File: config.mk
export PLATFORM = sky130hd
export DESIGN_NAME = pin_status_bank
export DESIGN_NICKNAME = d
export VERILOG_FILES = /design/src/pin_status_pkg.sv /design/src/pin_cell.sv /design/src/pin_status_bank.sv
export SDC_FILE = /design/constraint.sdc
export NUM_CORES = 1
export LEC_CHECK = 0
export BUFFER_PORTS_ARGS = -buffer_cell sky130_fd_sc_hd__buf_4
export CORE_ASPECT_RATIO = 0.7
export CORE_MARGIN = 3
export CORE_UTILIZATION = 40
export CTS_BUF_LIST = sky130_fd_sc_hd__clkbuf_8
export DETAILED_ROUTE_END_ITERATION = 10
export GPL_TIMING_DRIVEN = 1
export PLACE_DENSITY = 0.66
export SYNTH_ARGS = -nofsm -noshare
export SYNTH_HDL_FRONTEND = slang
export SYNTH_SLANG_ARGS = --single-unit
File: constraint.sdc
create_clock -name core_clk -period 3.2 [get_ports core_clk]
set_input_delay 0.64 -clock core_clk [delete_from_list [all_inputs] [get_ports core_clk]]
set_output_delay 0.64 -clock core_clk [all_outputs]
set_load 0.05 [all_outputs]
File: src/pin_status_pkg.sv
/*
 * Constants for the low pin status bank: register indices and byte
 * addresses, field layout of the two pin-configuration registers,
 * reset values and the bus slave state encoding.
 * Assumes a 32-bit APB with byte addressing; each register takes one
 * aligned word at four times its index.
 */
package pin_status_pkg;

    // ------------------------------------------------------------
    // Widths
    // ------------------------------------------------------------
    localparam int ADDR_W = 12;
    localparam int DATA_W = 32;
    localparam int PIN_COUNT = 8;
    localparam int REG_W = 8;

    // ------------------------------------------------------------
    // Register indices and byte addresses
    // ------------------------------------------------------------
    localparam logic [7:0] IDX_PIN_STATUS = 8'h21;
    localparam logic [7:0] IDX_PIN_CFG_A = 8'h10;
    localparam logic [7:0] IDX_PIN_CFG_B = 8'h11;
    localparam logic [ADDR_W-1:0] ADDR_PIN_STATUS = {2'h0, IDX_PIN_STATUS, 2'h0};
    localparam logic [ADDR_W-1:0] ADDR_PIN_CFG_A = {2'h0, IDX_PIN_CFG_A, 2'h0};
    localparam logic [ADDR_W-1:0] ADDR_PIN_CFG_B = {2'h0, IDX_PIN_CFG_B, 2'h0};

    // ------------------------------------------------------------
    // Configuration field layout: two bits per pin, four pins per reg
    // ------------------------------------------------------------
    localparam int PINS_PER_CFG = 4;
    localparam int CFG_BITS_PER_PIN = 2;
    localparam int CFG_DIR_OFS = 0;
    localparam int CFG_POL_OFS = 1;

    // ------------------------------------------------------------
    // Reset values
    // ------------------------------------------------------------
    localparam logic [REG_W-1:0] RST_PIN_STATUS = 8'h00;
    localparam logic [REG_W-1:0] RST_PIN_CFG = 8'h00;
    localparam logic [DATA_W-1:0] RST_RDATA = 32'h0000_0000;

    // ------------------------------------------------------------
    // Bus slave states
    // ------------------------------------------------------------
    typedef enum logic [1:0] {
        BUS_IDLE = 2'b01,
        BUS_ACCESS = 2'b10
    } bus_state_t;

endpackage

File: src/pin_cell.sv
/*
 * One general-purpose pin: input synchroniser, status bit and output
 * driver with selectable asserted polarity.
 * Assumes direction and polarity come from registers on core_clk and
 * that the pad level is asynchronous to core_clk.
 */
`timescale 1ns/100ps
`default_nettype none

module pin_cell (
    input wire logic core_clk,
    input wire logic rst,
    input wire logic pad_in,
    input wire logic is_output,
    input wire logic active_high,
    input wire logic wr_hit,
    input wire logic wr_value,
    output logic status_bit,
    output logic pad_out,
    output logic pad_oe
);

    // ------------------------------------------------------------
    // State
    // ------------------------------------------------------------
    logic sync1_reg;
    logic sync2_reg;
    logic status_reg;
    logic status_next;
    logic pad_out_reg;
    logic pad_out_next;
    logic pad_oe_reg;
    logic pad_oe_next;

    // Two-stage synchroniser; only the second stage is read
    always_ff @(posedge core_clk or posedge rst) begin
        if (rst) begin
            sync1_reg <= 1'b0;
            sync2_reg <= 1'b0;
        end else begin
            sync1_reg <= pad_in;
            sync2_reg <= sync1_reg;
        end
    end

    // Status and drive; output level follows the write in the same edge.
    // An input pin holds its last drive so the unused pad net stays quiet.
    always_comb begin
        if (is_output) begin
            status_next = wr_hit ? wr_value : status_reg; // RULE2 RULE5 RULE8
        end else begin
            status_next = (sync2_reg == active_high); // RULE1
        end
        pad_out_next = is_output ? ~(status_next ^ active_high) : pad_out_reg; // RULE2
        pad_oe_next = is_output;
    end

    always_ff @(posedge core_clk or posedge rst) begin
        if (rst) begin
            status_reg <= 1'b0;
            pad_out_reg <= 1'b0;
            pad_oe_reg <= 1'b0;
        end else begin
            status_reg <= status_next;
            pad_out_reg <= pad_out_next;
            pad_oe_reg <= pad_oe_next;
        end
    end

    assign status_bit = status_reg;
    assign pad_out = pad_out_reg;
    assign pad_oe = pad_oe_reg;

endmodule

`default_nettype wire

File: src/pin_status_bank.sv
/*
 * Low pin status bank: eight general-purpose pins behind one status
 * register, with two pin-configuration registers that set direction
 * and asserted polarity, all reached over an APB slave.
 * Assumes a single 40 MHz core_clk, an asynchronous active-high rst,
 * and pads that are resolved outside from out and output enable.
 */
// Local design decision: register access over APB.
// How it works
// RULE1: Input pin sets its status bit while at asserted level, clears otherwise.
// RULE2: Output pin is driven asserted whenever software writes one to its bit.
// RULE3: Pins 0-3 polarity follows bits 1,3,5,7 of first configuration register.
// RULE4: Pins 4-7 polarity follows bits 1,3,5,7 of second configuration register.
// RULE5: Status bit accepts writes only while its pin is an output.
// RULE6: Status register sits at index 21h and resets to 00h.
// RULE7: Status bit n belongs to pin n, one bit per pin.
// RULE8: Output pin status bit reads back the value last written.
`timescale 1ns/100ps
`default_nettype none

module pin_status_bank (
    input wire logic core_clk,
    input wire logic rst,
    input wire logic psel,
    input wire logic penable,
    input wire logic pwrite,
    input wire logic [11:0] paddr,
    input wire logic [31:0] pwdata,
    output logic [31:0] prdata,
    output logic pready,
    output logic pslverr,
    input wire logic [7:0] gen_pin_in,
    output logic [7:0] gen_pin_out,
    output logic [7:0] gen_pin_oe
);

    // ------------------------------------------------------------
    // Bus slave state
    // ------------------------------------------------------------
    pin_status_pkg::bus_state_t bus_state_reg;
    pin_status_pkg::bus_state_t bus_state_next;
    logic pready_reg;
    logic pready_next;
    logic pslverr_reg;
    logic pslverr_next;
    logic [31:0] prdata_reg;
    logic [31:0] prdata_next;

    // ------------------------------------------------------------
    // Configuration registers
    // ------------------------------------------------------------
    logic [7:0] cfg_a_reg;
    logic [7:0] cfg_a_next;
    logic [7:0] cfg_b_reg;
    logic [7:0] cfg_b_next;

    // ------------------------------------------------------------
    // Decode and per-pin wires
    // ------------------------------------------------------------
    logic setup_phase;
    logic access_done;
    logic hit_status;
    logic hit_cfg_a;
    logic hit_cfg_b;
    logic mapped;
    logic status_wr;
    logic [7:0] status_bits;
    logic [7:0] pin_is_output;
    logic [7:0] pin_active_high;

    // Setup cycle and completing access edge
    assign setup_phase = psel & ~penable;
    assign access_done = psel & penable & pready_reg;

    // Full-word compare; the upper index bits must be zero as well
    assign hit_status = (paddr == pin_status_pkg::ADDR_PIN_STATUS); // RULE6
    assign hit_cfg_a = (paddr == pin_status_pkg::ADDR_PIN_CFG_A);
    assign hit_cfg_b = (paddr == pin_status_pkg::ADDR_PIN_CFG_B);
    assign mapped = hit_status | hit_cfg_a | hit_cfg_b;

    // A write takes effect only at the edge that completes the access
    assign status_wr = access_done & pwrite & hit_status;

    // ------------------------------------------------------------
    // Bus handshake: one wait-free access phase per transfer
    // ------------------------------------------------------------
    // Response is prepared during setup so all outputs come from flops
    always_comb begin
        bus_state_next = bus_state_reg;
        pready_next = 1'b0;
        pslverr_next = 1'b0;
        prdata_next = prdata_reg;
        unique case (bus_state_reg)
            pin_status_pkg::BUS_IDLE: begin
                if (setup_phase) begin
                    bus_state_next = pin_status_pkg::BUS_ACCESS;
                    pready_next = 1'b1;
                    pslverr_next = ~mapped;
                    prdata_next = pin_status_pkg::RST_RDATA;
                    if (!pwrite) begin
                        if (hit_status) begin
                            prdata_next = {24'h00_0000, status_bits}; // RULE7 RULE8
                        end else if (hit_cfg_a) begin
                            prdata_next = {24'h00_0000, cfg_a_reg};
                        end else if (hit_cfg_b) begin
                            prdata_next = {24'h00_0000, cfg_b_reg};
                        end
                    end
                end
            end
            pin_status_pkg::BUS_ACCESS: begin
                // Leave on completion, or if the master drops select early
                if (access_done || !psel) begin
                    bus_state_next = pin_status_pkg::BUS_IDLE;
                end else begin
                    pready_next = pready_reg;
                    pslverr_next = pslverr_reg;
                end
            end
            default: begin
                bus_state_next = pin_status_pkg::BUS_IDLE;
            end
        endcase
    end

    always_ff @(posedge core_clk or posedge rst) begin
        if (rst) begin
            bus_state_reg <= pin_status_pkg::BUS_IDLE;
            pready_reg <= 1'b0;
            pslverr_reg <= 1'b0;
            prdata_reg <= pin_status_pkg::RST_RDATA;
        end else begin
            bus_state_reg <= bus_state_next;
            pready_reg <= pready_next;
            pslverr_reg <= pslverr_next;
            prdata_reg <= prdata_next;
        end
    end

    // ------------------------------------------------------------
    // Pin-configuration registers
    // ------------------------------------------------------------
    // Plain read/write; a change of direction acts from the next edge
    always_comb begin
        cfg_a_next = cfg_a_reg;
        cfg_b_next = cfg_b_reg;
        if (access_done && pwrite && hit_cfg_a) begin
            cfg_a_next = pwdata[7:0];
        end
        if (access_done && pwrite && hit_cfg_b) begin
            cfg_b_next = pwdata[7:0];
        end
    end

    always_ff @(posedge core_clk or posedge rst) begin
        if (rst) begin
            cfg_a_reg <= pin_status_pkg::RST_PIN_CFG;
            cfg_b_reg <= pin_status_pkg::RST_PIN_CFG;
        end else begin
            cfg_a_reg <= cfg_a_next;
            cfg_b_reg <= cfg_b_next;
        end
    end

    // ------------------------------------------------------------
    // Per-pin field selection and pin cells
    // ------------------------------------------------------------
    // Pins 0-3 take their fields from the first register, 4-7 the second
    genvar gi;
    generate
        for (gi = 0; gi < pin_status_pkg::PIN_COUNT; gi = gi + 1) begin : g_pin
            localparam int SLOT = gi % pin_status_pkg::PINS_PER_CFG;
            localparam int DIR_POS = SLOT * pin_status_pkg::CFG_BITS_PER_PIN
                + pin_status_pkg::CFG_DIR_OFS;
            localparam int POL_POS = SLOT * pin_status_pkg::CFG_BITS_PER_PIN
                + pin_status_pkg::CFG_POL_OFS;
            if (gi < pin_status_pkg::PINS_PER_CFG) begin : g_low
                assign pin_is_output[gi] = cfg_a_reg[DIR_POS];
                assign pin_active_high[gi] = cfg_a_reg[POL_POS]; // RULE3
            end else begin : g_high
                assign pin_is_output[gi] = cfg_b_reg[DIR_POS];
                assign pin_active_high[gi] = cfg_b_reg[POL_POS]; // RULE4
            end

            // Bit n of the write word reaches pin n alone
            pin_cell u_cell (
                .core_clk(core_clk),
                .rst(rst),
                .pad_in(gen_pin_in[gi]),
                .is_output(pin_is_output[gi]),
                .active_high(pin_active_high[gi]),
                .wr_hit(status_wr),
                .wr_value(pwdata[gi]), // RULE7 RULE5
                .status_bit(status_bits[gi]),
                .pad_out(gen_pin_out[gi]),
                .pad_oe(gen_pin_oe[gi])
            );
        end
    endgenerate

    // ------------------------------------------------------------
    // Outputs
    // ------------------------------------------------------------
    assign prdata = prdata_reg;
    assign pready = pready_reg;
    assign pslverr = pslverr_reg;

endmodule

`default_nettype wire

---- After elaboration in Yosys (flattened, before gate mapping) ----
Index checks and enable logic that the tools add are counted.
operators by class
  bitwise operators ....................... 25
  reductions and logical operators ........ 7
  muxes and demuxes ....................... 28
  equal/unequal tests ..................... 15
operators by type and width
  operator                                                                count
  8-bit two-way mux                                                       4
  12-bit by 7-bit equality test with 1-bit output, second input constant  2
  1-bit two-way mux                                                       19
  12-bit by 8-bit equality test with 1-bit output, second input constant  1
  1-bit inverter                                                          10
  1-bit equality test                                                     8
  1-bit XOR                                                               8
  1-bit bitwise AND                                                       5
  2-bit two-way mux                                                       2
  2-bit inequality test, second input constant                            2
  1-bit one-hot mux with 2 select lines                                   2
  2-bit one-hot mux with 2 select lines                                   1
  2-bit AND reduction                                                     2
  1-bit logical AND                                                       3
  2-bit by 1-bit equality test with 1-bit output, second input constant   1
  2-bit equality test, second input constant                              1
  1-bit OR                                                                2
  1-bit zero test                                                         1
  1-bit logical OR                                                        1
word-level totals
  input bits .............................. 57
  output and inout port bits .............. 50
  register bits after elaboration ......... 92
  word-level logic and storage cells ...... 121

---- Depth between registers and ports, before layout ----
Gate-level depths: netlist (run 1).
  depth after elaboration ................. 8
  depth in mapped cells ................... 6
  mapped depth without buffers ............ 4

---- By module ----
From an unflattened synthesis (run 1), not the netlist that was laid out.
second synthesis, totals
  cell total of the unflattened synthesis .. 249
  area, all modules ....................... 2940.3 sq um
modules (own cells, without submodules)
  module           cells each  instances  seq. area each (sq um)  area an instance (sq um)
  pin_status_bank  145         1          701.9                   1549.0
  pin_cell         13          8          125.1                   173.9

---- Worst setup path after synthesis (run 1) ----
No wires, ideal clock.
  path type ............................... input to register
  start ................................... in paddr[3]
  end ..................................... reg cfg_a_reg[0]
  slack ................................... 1.127 ns
  library setup time ...................... 0.127 ns
  stages on the path ...................... 5
  data required time ...................... 3.073 ns
  path buffers ............................ 1
  arrival time ............................ 1.945 ns
  cell sequence ........................... or3_4 -> nor3_4 -> and2b_1 -> buf_4 -> mux2_1
between the ends
  cells in the longest elaborated chain, start to end .. 2
ends and longest elaborated chain
  item                                             RTL line                text
  from (decl)                                      pin_status_bank.sv:27   input wire logic [11:0] paddr,
  12-bit by 7-bit equality test with 1-bit output  pin_status_bank.sv:77   assign hit_cfg_a = (paddr == pin_status_pkg::ADDR_PIN_CFG_A);
  1-bit logical AND                                pin_status_bank.sv:147  if (access_done && pwrite && hit_cfg_a) begin
  to (signal assigned)                             pin_status_bank.sv:157  cfg_a_reg <= pin_status_pkg::RST_PIN_CFG;
  to (signal assigned)                             pin_status_bank.sv:160  cfg_a_reg <= cfg_a_next;
  to (decl)                                        pin_status_bank.sv:52   logic [7:0] cfg_a_reg;
Every way passes these cells.
A chain may end at the register's enable or synchronous reset.

---- Final worst setup path (run 1) ----
  start ................................... in paddr[3]
  end ..................................... reg cfg_b_reg[1]
between the ends
  cells in the longest elaborated chain, start to end .. 2
ends and longest elaborated chain
  item                                             RTL line                text
  12-bit by 7-bit equality test with 1-bit output  pin_status_bank.sv:78   assign hit_cfg_b = (paddr == pin_status_pkg::ADDR_PIN_CFG_B);
  1-bit logical AND                                pin_status_bank.sv:150  if (access_done && pwrite && hit_cfg_b) begin
  to (signal assigned)                             pin_status_bank.sv:158  cfg_b_reg <= pin_status_pkg::RST_PIN_CFG;
  to (signal assigned)                             pin_status_bank.sv:161  cfg_b_reg <= cfg_b_next;
  to (decl)                                        pin_status_bank.sv:54   logic [7:0] cfg_b_reg;
Every way passes these cells.

==> results of run 1 <==
[per-layer routing]
metal | vias to the layer above | wire (um)
li1 | 1092 | -
met1 | 1112 | 3100
met2 | 68 | 3070
met3 | 9 | 494
met4 | 0 | 77
met5 | - | 0
[per-stage QoR]
stage	hold slack [ps]	power (mW)	std cells	util	setup WS, ps
after floorplan	331	1.04	326	-	850
after global placement	331	1.07	435	0.473	682
after detailed placement	335	1.08	435	0.473	678
after CTS	351	1.84	451	0.501	1070
after global routing	357	1.90	451	0.501	987
final	349	1.82	451	0.501	1060
[where the power goes]
part	switching [mW]	internal, mW	leakage [nW]
combinational	0.121	0.0465	0.866
sequential	0.0117	0.880	0.847
clock	0.325	0.435	0.109
[kinds of logic (layout without fill, tap and decap cells)]
family,after synthesis,count (layout),synth area share
AOI/OAI and AO/OA,43,43,0.0946
xor gates and xnor gates,8,8,0.0214
buffers and inverters,59,86,0.118
DFF,68,68,0.521
muxes,16,16,0.0552
other,1,24,0.00115
and+or+nand+nor,108,108,0.189
[worst reg2reg max path, cell delays in order, from the launching register on]
cell and delay, ps:
dfstp_2 540, nand4bb_1 110, buf_4 200, or3_1 490, o31ai_1 330
[worst max-delay path by stage]
stage | startpoint | to | slack, ps
final | paddr[3] | cfg_b_reg[1]$_DFFE_PP0P_ | 1060
after global routing | paddr[3] | cfg_b_reg[4]$_DFFE_PP0P_ | 990
after CTS | paddr[3] | cfg_b_reg[4]$_DFFE_PP0P_ | 1070
after detailed placement | paddr[3] | cfg_b_reg[2]$_DFFE_PP0P_ | 680
after global placement | paddr[3] | cfg_b_reg[4]$_DFFE_PP0P_ | 680
after floorplan | rst | bus_state_reg[1]$_DFFE_PP0P_ | 850
[synthesized netlist by cell type]
library cell  instances
a211oi_1              1
a21boi_0              1
a221oi_1              8
a31oi_1               8
and2_0                1
and2_1                3
and2b_1               2
and3_1                8
and4_1                2
buf_1                 1
buf_2                 3
buf_4                42
clkbuf_1              4
clkbuf_2              1
conb_1                1
dfrtp_1              67
dfstp_2               1
inv_1                 8
mux2_1               16
nand2_1              30
nand2b_1              7
nand3_1               4
nand4_1               7
nand4bb_1             1
nor2_1               24
nor2b_1               1
nor3_4                2
nor3b_1               5
nor4_4                1
nor4b_1               1
nor4b_2               1
nor4bb_1              1
o2111ai_1             5
o211ai_1              3
o21ai_0               8
o31ai_1               9
or3_1                 4
or3_4                 1
or4b_1                2
xnor2_1               8
[cell type report]
class	instances	area (um2)	share of cell area
flip-flops and latches	68	1700	0.446
multi-input cells	199	1270	0.332
repair buffers	62	478	0.125
clock buffers	9	124	0.0325
well taps	98	123	0.0321
clock inverters	7	91.3	0.0239
inverters	8	30.0	0.00787
==> impl_metrics.json, run 1 <==
{
  "cts_made_buffers": 9,
  "p_leak_nw": 1.82,
  "cts-root-buf": "clkbuf_8",
  "critPathMaxFanout": 9,
  "skew_ps": 6.70,
  "whs_endpoint": "g_pin[1].u_cell.sync2_reg$_DFF_PP0_",
  "grt_overflow": 0,
  "clock_latency_ps": 350,
  "setup_viol": 0,
  "cts_setup_buffers": 0,
  "wl_mm": 6.73,
  "synth_largest_area_cell": "dfrtp_1",
  "top_usage_layer": "met2",
  "globalRouteMet2Util": 0.232,
  "irDropWorstVdd_uv": 284,
  "hp-start": "g_pin[1].u_cell.sync1_reg$_DFF_PP0_",
  "critPathMaxStageDelay_ps": 440,
  "portBuffers": 58,
  "hpwl_mm": 4.77,
  "dieArea_um2": 9300,
  "initial_utilization": 0.429,
  "fmax_mhz": 467,
  "hold_buffers": 0,
  "drc_errors": 0,
  "synth.area.top_cells": "dfrtp_1 (51%), buf_4 (9.7%), mux2_1 (5.5%)",
  "cp_cell_sequence": "buf_4 > or3_4 > nor3_4 > and2b_1 > mux2_1",
  "critical_path_class": "in -> reg",
  "placed_cell_area_um2": 3600,
  "slew_viol_final": 0,
  "die_w_um": 114,
  "slew_headroom": 0.526,
  "syn_area_um2": 3270,
  "met1_usage": 0.211,
  "mostFrequentLayoutCell": "dfrtp_1",
  "cp-end-kind": "flop",
  "synth-seq-cells": 68,
  "ys_types": 40,
  "hold_viol": 0,
  "cts_buffer_depth": 2,
  "min_path_type": "reg -> reg",
  "cp.arrival_ps": 2370,
  "cp_top_family": "simple AND/OR/NAND/NOR gates",
  "cp_num_buf_inv": 1,
  "grt_pass1_wl_mm": 11.0,
  "post_drt_via_cell_ratio": 5.06,
  "avgSynthCellArea_um2": 10.8,
  "num_vias": 2281,
  "drt_iter0_markers": 98,
  "rrSetupSlack_ps": 1430,
  "yosysTopAreaCellShare": 0.513,
  "wl_per_cell_um": 14.9,
  "drv_cap": 0,
  "cts-htree-levels": 3,
  "track_usage": 0.157,
  "setup_tns_ps": 0,
  "dr.pass1.iters": 4,
  "period_needed_ps": 2140,
  "ys_warn_count": 0,
  "cp_num_cells": 5,
  "area_delta_synth_final_pct": 16.8,
  "pwr_density_cell_nw_per_um2": 477,
  "stdcell_area_um2": 3810,
  "drive_above_1_share": 0.241,
  "crit_slowest_cell": "and2b_1",
  "hold_depth": 0,
  "grt_pass1_vias": 2101,
  "core_area_um2": 7610,
  "nFillCells": 732,
  "synthCells": 303,
  "grt_max_degree": 42,
  "cts.clk_slew.worst_paths_ps": 70,
  "status": "complete, no violations",
  "startpoint_type": "input port",
  "rr_worst_depth": 4,
  "pin_count": 107,
  "ys_seq_area_frac": 0.521,
  "diodes": 0,
  "finalCritPeriodShare": 0.670,
  "cts_tree": "yes",
  "nets": 405,
  "rsz0062_at_grt": "false",
  "reg2reg_from": "bus_state_reg[0]$_DFFE_PP1P_",
  "cts_sinks": 68,
  "rows": 26,
  "rr_endpoint": "prdata[4]$_DFFE_PP0P_",
  "final_cell_mix": "dfrtp_1 (67), buf_4 (61), nand2_1 (30)",
  "dieHeight_um": 81.6,
  "worst_pin_slew_ps": 712,
  "ant_nets": 0,
  "cp.required_ps": 3430,
  "antenna_found_initial": 0,
  "cts.repair.resized": 0,
  "place_congestion": 0.740,
  "use_met3": 0.0574
}
No activity file was read; power rests on OpenSTA's default activity.
==> run 2, diff against run 1 <==
==> constraint.sdc (replaced) <==
create_clock -name core_clk -period 2.02 [get_ports core_clk]
set_input_delay 0.404 -clock core_clk [delete_from_list [all_inputs] [get_ports core_clk]]
set_output_delay 0.404 -clock core_clk [all_outputs]
set_load 0.05 [all_outputs]
==> impl_metrics.json, run 2 (synthesized netlist as in run 1, its figures left out) <==
{
  "cts_tree": "yes",
  "wl_per_cell_um": 14.8,
  "grt_max_degree": 55,
  "wl_mm": 6.78,
  "p_clk_frac": 0.360,
  "nFillCells": 701,
  "pin_count": 107,
  "rows": 26,
  "core_area_um2": 7610,
  "placed_cell_area_um2": 3690,
  "p_total_mw": 2.63,
  "ant_nets": 0,
  "dr.pass1.iters": 5,
  "cp.required_ps": 2270,
  "dp_cells": 443,
  "die_w_um": 114,
  "hold_buffers": 0,
  "initial_utilization": 0.429,
  "finalNonFillerCells": 459,
  "worst_slack_ps": 373,
  "p_leak_nw": 1.85,
  "finalCritPeriodShare": 0.815,
  "nets": 413,
  "final_cell_mix": "dfrtp_1 (67), buf_4 (67), nand2_1 (30)",
  "drt_iter0_markers": 106,
  "grt_pass1_vias": 2152,
  "slew_viol_final": 0,
  "cts.repair.resized": 0,
  "status": "complete, no violations",
  "antenna_found_initial": 0,
  "drive_above_1_share": 0.255,
  "pwr_density_cell_nw_per_um2": 681,
  "place_ws_ps": 62.9,
  "cp.arrival_ps": 1890,
  "dieArea_um2": 9300,
  "cp_cell_sequence": "and4_1 > nand4_1 > buf_4 > or4b_1 > o2111ai_1",
  "setup_tns_ps": 0,
  "cts_setup_buffers": 0,
  "fmax_mhz": 607,
  "critPathMaxFanout": 17,
  "irDropWorstVdd_uv": 317,
  "grt_pass1_wl_mm": 10.8,
  "multi_input_area_um2": 1270,
  "cp-end-kind": "flop",
  "power.share.switching": 0.264,
  "p_switching_mw": 0.692,
  "p_int_mw": 1.93,
  "cts-htree-levels": 3,
  "cts_buffer_depth": 2,
  "startpoint_type": "flop",
  "top_layer": "met4",
  "drc_errors": 0,
  "register_area_um2": 1700,
  "power_frac_comb": 0.102,
  "skew_ps": 10.0,
  "post_drt_via_cell_ratio": 5.02,
  "drv_cap": 0,
  "hpwl_mm": 4.87,
  "portBuffers": 58,
  "cts-root-buf": "clkbuf_8",
  "dieHeight_um": 81.6,
  "min_path_type": "in -> async",
  "num_vias": 2305,
  "area_delta_synth_final_pct": 18.1,
  "met3_wirelength_um": 419,
  "hold_viol": 0,
  "rsz0062_at_grt": "false",
  "period_needed_ps": 1650,
  "place_congestion": 0.760,
  "whs_ps": 30.6,
  "crit_slowest_cell": "or4b_1",
  "critical_path_class": "reg -> reg",
  "stdcell_area_um2": 3860,
  "final_util": 0.507,
  "grt_overflow": 0,
  "clock_latency_ps": 340,
  "p_seq_frac": 0.538,
  "diodes": 0,
  "wl_met1_mm": 3.16,
  "wl_met2_mm": 3.10,
  "cts_made_buffers": 9,
  "setup_viol": 0,
  "cts.clk_slew.worst_paths_ps": 70,
  "critPathMaxStageDelay_ps": 480,
  "cts_sinks": 68,
  "track_usage": 0.153
}
-- run 2: layout make-up --
| type | count | share of cell area |
|---|---|---|
| multi-input combinational | 199 | 0.328 |
| tap | 98 | 0.0318 |
| sequential | 68 | 0.441 |
| clock inverter | 6 | 0.00811 |
| timing repair buffer | 70 | 0.146 |
| inverter | 8 | 0.00876 |
| clock buffer | 10 | 0.0357 |
-- run 2: worst max-delay path: cells and delay by family, from the launching register on --
kind,cells,cell delay [ps]
AND/OR/NAND/NOR,3,850
AO/OA/AOI/OAI,1,110
buffers and inverters,1,230
flip-flops,1,380
-- run 2: power groups by stage --
stage	logic [mW]	clock network [mW]	registers [mW]
floorplan	0.202	0	1.44
global placement	0.265	0	1.44
detailed placement	0.269	0	1.44
CTS	0.269	0.981	1.41
global route	0.290	1.05	1.42
finish	0.267	0.947	1.41
-- run 2: path summary, 6_finish.rpt --
path	startpoint	end	slack (ps)	cells past startpoint
min in group core_clk	gen_pin_in[5]	g_pin[5].u_cell.sync1_reg$_DFF_PP0_	170	1
min	rst	g_pin[1].u_cell.pad_oe$_DFF_PP0_	30	2
min reg2reg	g_pin[4].u_cell.sync1_reg$_DFF_PP0_	g_pin[4].u_cell.sync2_reg$_DFF_PP0_	350	0
max	pready$_DFFE_PP0P_	g_pin[1].u_cell.pad_out$_DFFE_PP0P_	370	5
max in group asynchronous	rst	bus_state_reg[0]$_DFFE_PP1P_	1370	3
max reg2reg	pready$_DFFE_PP0P_	g_pin[1].u_cell.pad_out$_DFFE_PP0P_	370	5
-- run 2: metal layers --
| metal | GRT usage | vias to the layer above |
|---|---|---|
| li1 | - | 1102 |
| met1 | 0.211 | 1126 |
| met2 | 0.229 | 68 |
| met3 | 0.0501 | 9 |
| met4 | 0.0510 | 0 |
| met5 | 0 | - |
==> run 3, diff against run 2 <==
--- a/config.mk
+++ b/config.mk
@@ -12,7 +12,7 @@
 export CTS_BUF_LIST = sky130_fd_sc_hd__clkbuf_8
 export DETAILED_ROUTE_END_ITERATION = 10
 export GPL_TIMING_DRIVEN = 1
-export PLACE_DENSITY = 0.66
+export PLACE_DENSITY = 0.68
 export SYNTH_ARGS = -nofsm -noshare
 export SYNTH_HDL_FRONTEND = slang
 export SYNTH_SLANG_ARGS = --single-unit
==> constraint.sdc (replaced) <==
create_clock -name core_clk -period 1.4 [get_ports core_clk]
set_input_delay 0.28 -clock core_clk [delete_from_list [all_inputs] [get_ports core_clk]]
set_output_delay 0.28 -clock core_clk [all_outputs]
set_load 0.05 [all_outputs]
==> impl_metrics.json, run 3 (synthesized netlist as in run 1, its figures left out) <==
{
  "status": "finished, violations left",
  "violations": "setup timing",
  "met1_usage": 0.220,
  "top_usage_layer": "met2",
  "grt_overflow": 0,
  "cts_made_buffers": 9,
  "fmax_mhz": 661,
  "cts_tree": "yes",
  "cp_top_family": "simple AND/OR/NAND/NOR gates",
  "dr.pass1.iters": 4,
  "pin_count": 107,
  "nets": 433,
  "clock_latency_ps": 350,
  "place_ws_ps": -450,
  "cts_sinks": 68,
  "final_cell_mix": "buf_4 (81), dfrtp_1 (66), nand2_1 (27)",
  "die_w_um": 114,
  "setup_viol": 22,
  "pwr_density_cell_nw_per_um2": 951,
  "grt_pass1_vias": 2343,
  "cp_num_buf_inv": 1,
  "antenna_found_initial": 0,
  "setup_tns_ps": -1560,
  "drt_iter0_markers": 140,
  "drc_errors": 0,
  "globalRouteMet2Util": 0.258,
  "cts.clk_slew.worst_paths_ps": 70,
  "rsz0062_at_grt": "true",
  "startpoint_type": "flop",
  "min_path_type": "in -> reg",
  "cts-root-buf": "clkbuf_8",
  "nFillCells": 676,
  "rows": 26,
  "drive_above_1_share": 0.370,
  "mostFrequentLayoutCell": "buf_4",
  "dieHeight_um": 81.6,
  "cts-htree-levels": 3,
  "period_needed_ps": 1510,
  "grt_max_degree": 31,
  "cp-end-kind": "flop",
  "place_congestion": 0.829,
  "use_met3": 0.0648,
  "cp.arrival_ps": 1770,
  "p_leak_nw": 1.99,
  "slew_viol_final": 0,
  "post_drt_via_cell_ratio": 5.05,
  "worst_slack_ps": -113,
  "critical_path_class": "reg -> reg",
  "wl_per_cell_um": 15.5,
  "portBuffers": 58,
  "num_vias": 2419,
  "cp_cell_sequence": "and4_4 > nand4_1 > buf_4 > or4b_1 > o2111ai_1",
  "diodes": 0,
  "skew_ps": 11.5,
  "hpwl_mm": 5.35,
  "irDropWorstVdd_uv": 637,
  "initial_utilization": 0.429,
  "critPathMaxStageDelay_ps": 460,
  "ant_nets": 0,
  "wl_mm": 7.42,
  "critPathMaxFanout": 4,
  "cp.required_ps": 1660,
  "cts_buffer_depth": 2,
  "drv_cap": 0,
  "grt_pass1_wl_mm": 11.8,
  "dieArea_um2": 9300,
  "core_area_um2": 7610,
  "crit_slowest_cell": "or4b_1",
  "track_usage": 0.169,
  "finalCritPeriodShare": 1.08,
  "hold_viol": 0,
  "area_delta_synth_final_pct": 28.6
}
run 3: final cells by class:
cell class / instances / area [um2] / area share
sequential: 68 / 1700 / 0.406
multi-input combinational: 199 / 1410 / 0.335
timing repair buffer: 90 / 751 / 0.179
clock buffer: 9 / 124 / 0.0295
tap: 98 / 123 / 0.0292
clock inverter: 7 / 60.1 / 0.0143
inverter: 8 / 33.8 / 0.00804
run 3: path summary, 6_finish.rpt:
path                                                     start                                  end  slack, ps  depth (start not counted)
max                                         pready$_DFFE_PP0P_  g_pin[0].u_cell.pad_out$_DFFE_PP0P_       -110                          5
min                                              gen_pin_in[1]  g_pin[1].u_cell.sync1_reg$_DFF_PP0_         30                          1
max reg2reg                                 pready$_DFFE_PP0P_  g_pin[0].u_cell.pad_out$_DFFE_PP0P_       -110                          5
min reg2reg                g_pin[2].u_cell.sync1_reg$_DFF_PP0_  g_pin[2].u_cell.sync2_reg$_DFF_PP0_        330                          0
max in group asynchronous                                  rst  g_pin[0].u_cell.sync2_reg$_DFF_PP0_        450                          4
min in group asynchronous                                  rst                prdata[6]$_DFFE_PP0P_        480                          3
run 3: timing repair:
item	CTS	global route
pin swaps	1	4
hold buffers	1	0
setup endpoints to repair	29	36
gates cloned	0	0
setup buffers	4	1
hold endpoints to repair	12	0
resized for setup	10	26
run 3: metrics by stage:
step | power (mW) | hold WS (ps) | instance area [um2] | utilization | std cells
finish | 3.99 | 34.1 | 4200 | 0.552 | 479
detailed placement | 2.49 | 299 | 3830 | 0.503 | 458
CTS | 4.04 | 10.3 | 4090 | 0.537 | 479
global route | 4.17 | 7.59 | 4200 | 0.552 | 479
global placement | 2.48 | 294 | 3830 | 0.503 | 458
floorplan | 2.38 | 311 | 3430 | - | 326
run 3: layer usage:
| metal | part of all wire | vias to the layer above |
|---|---|---|
| li1 | - | 1154 |
| met1 | 0.44 | 1191 |
| met2 | 0.48 | 67 |
| met3 | 0.066 | 7 |
| met4 | 0.0090 | 0 |
| met5 | 0 | - |
run 3: power by group:
part | total, mW | internal [mW] | switching (mW)
registers | 2.04 | 2.01 | 0.0275
logic | 0.421 | 0.134 | 0.288
clock network | 1.53 | 0.799 | 0.735
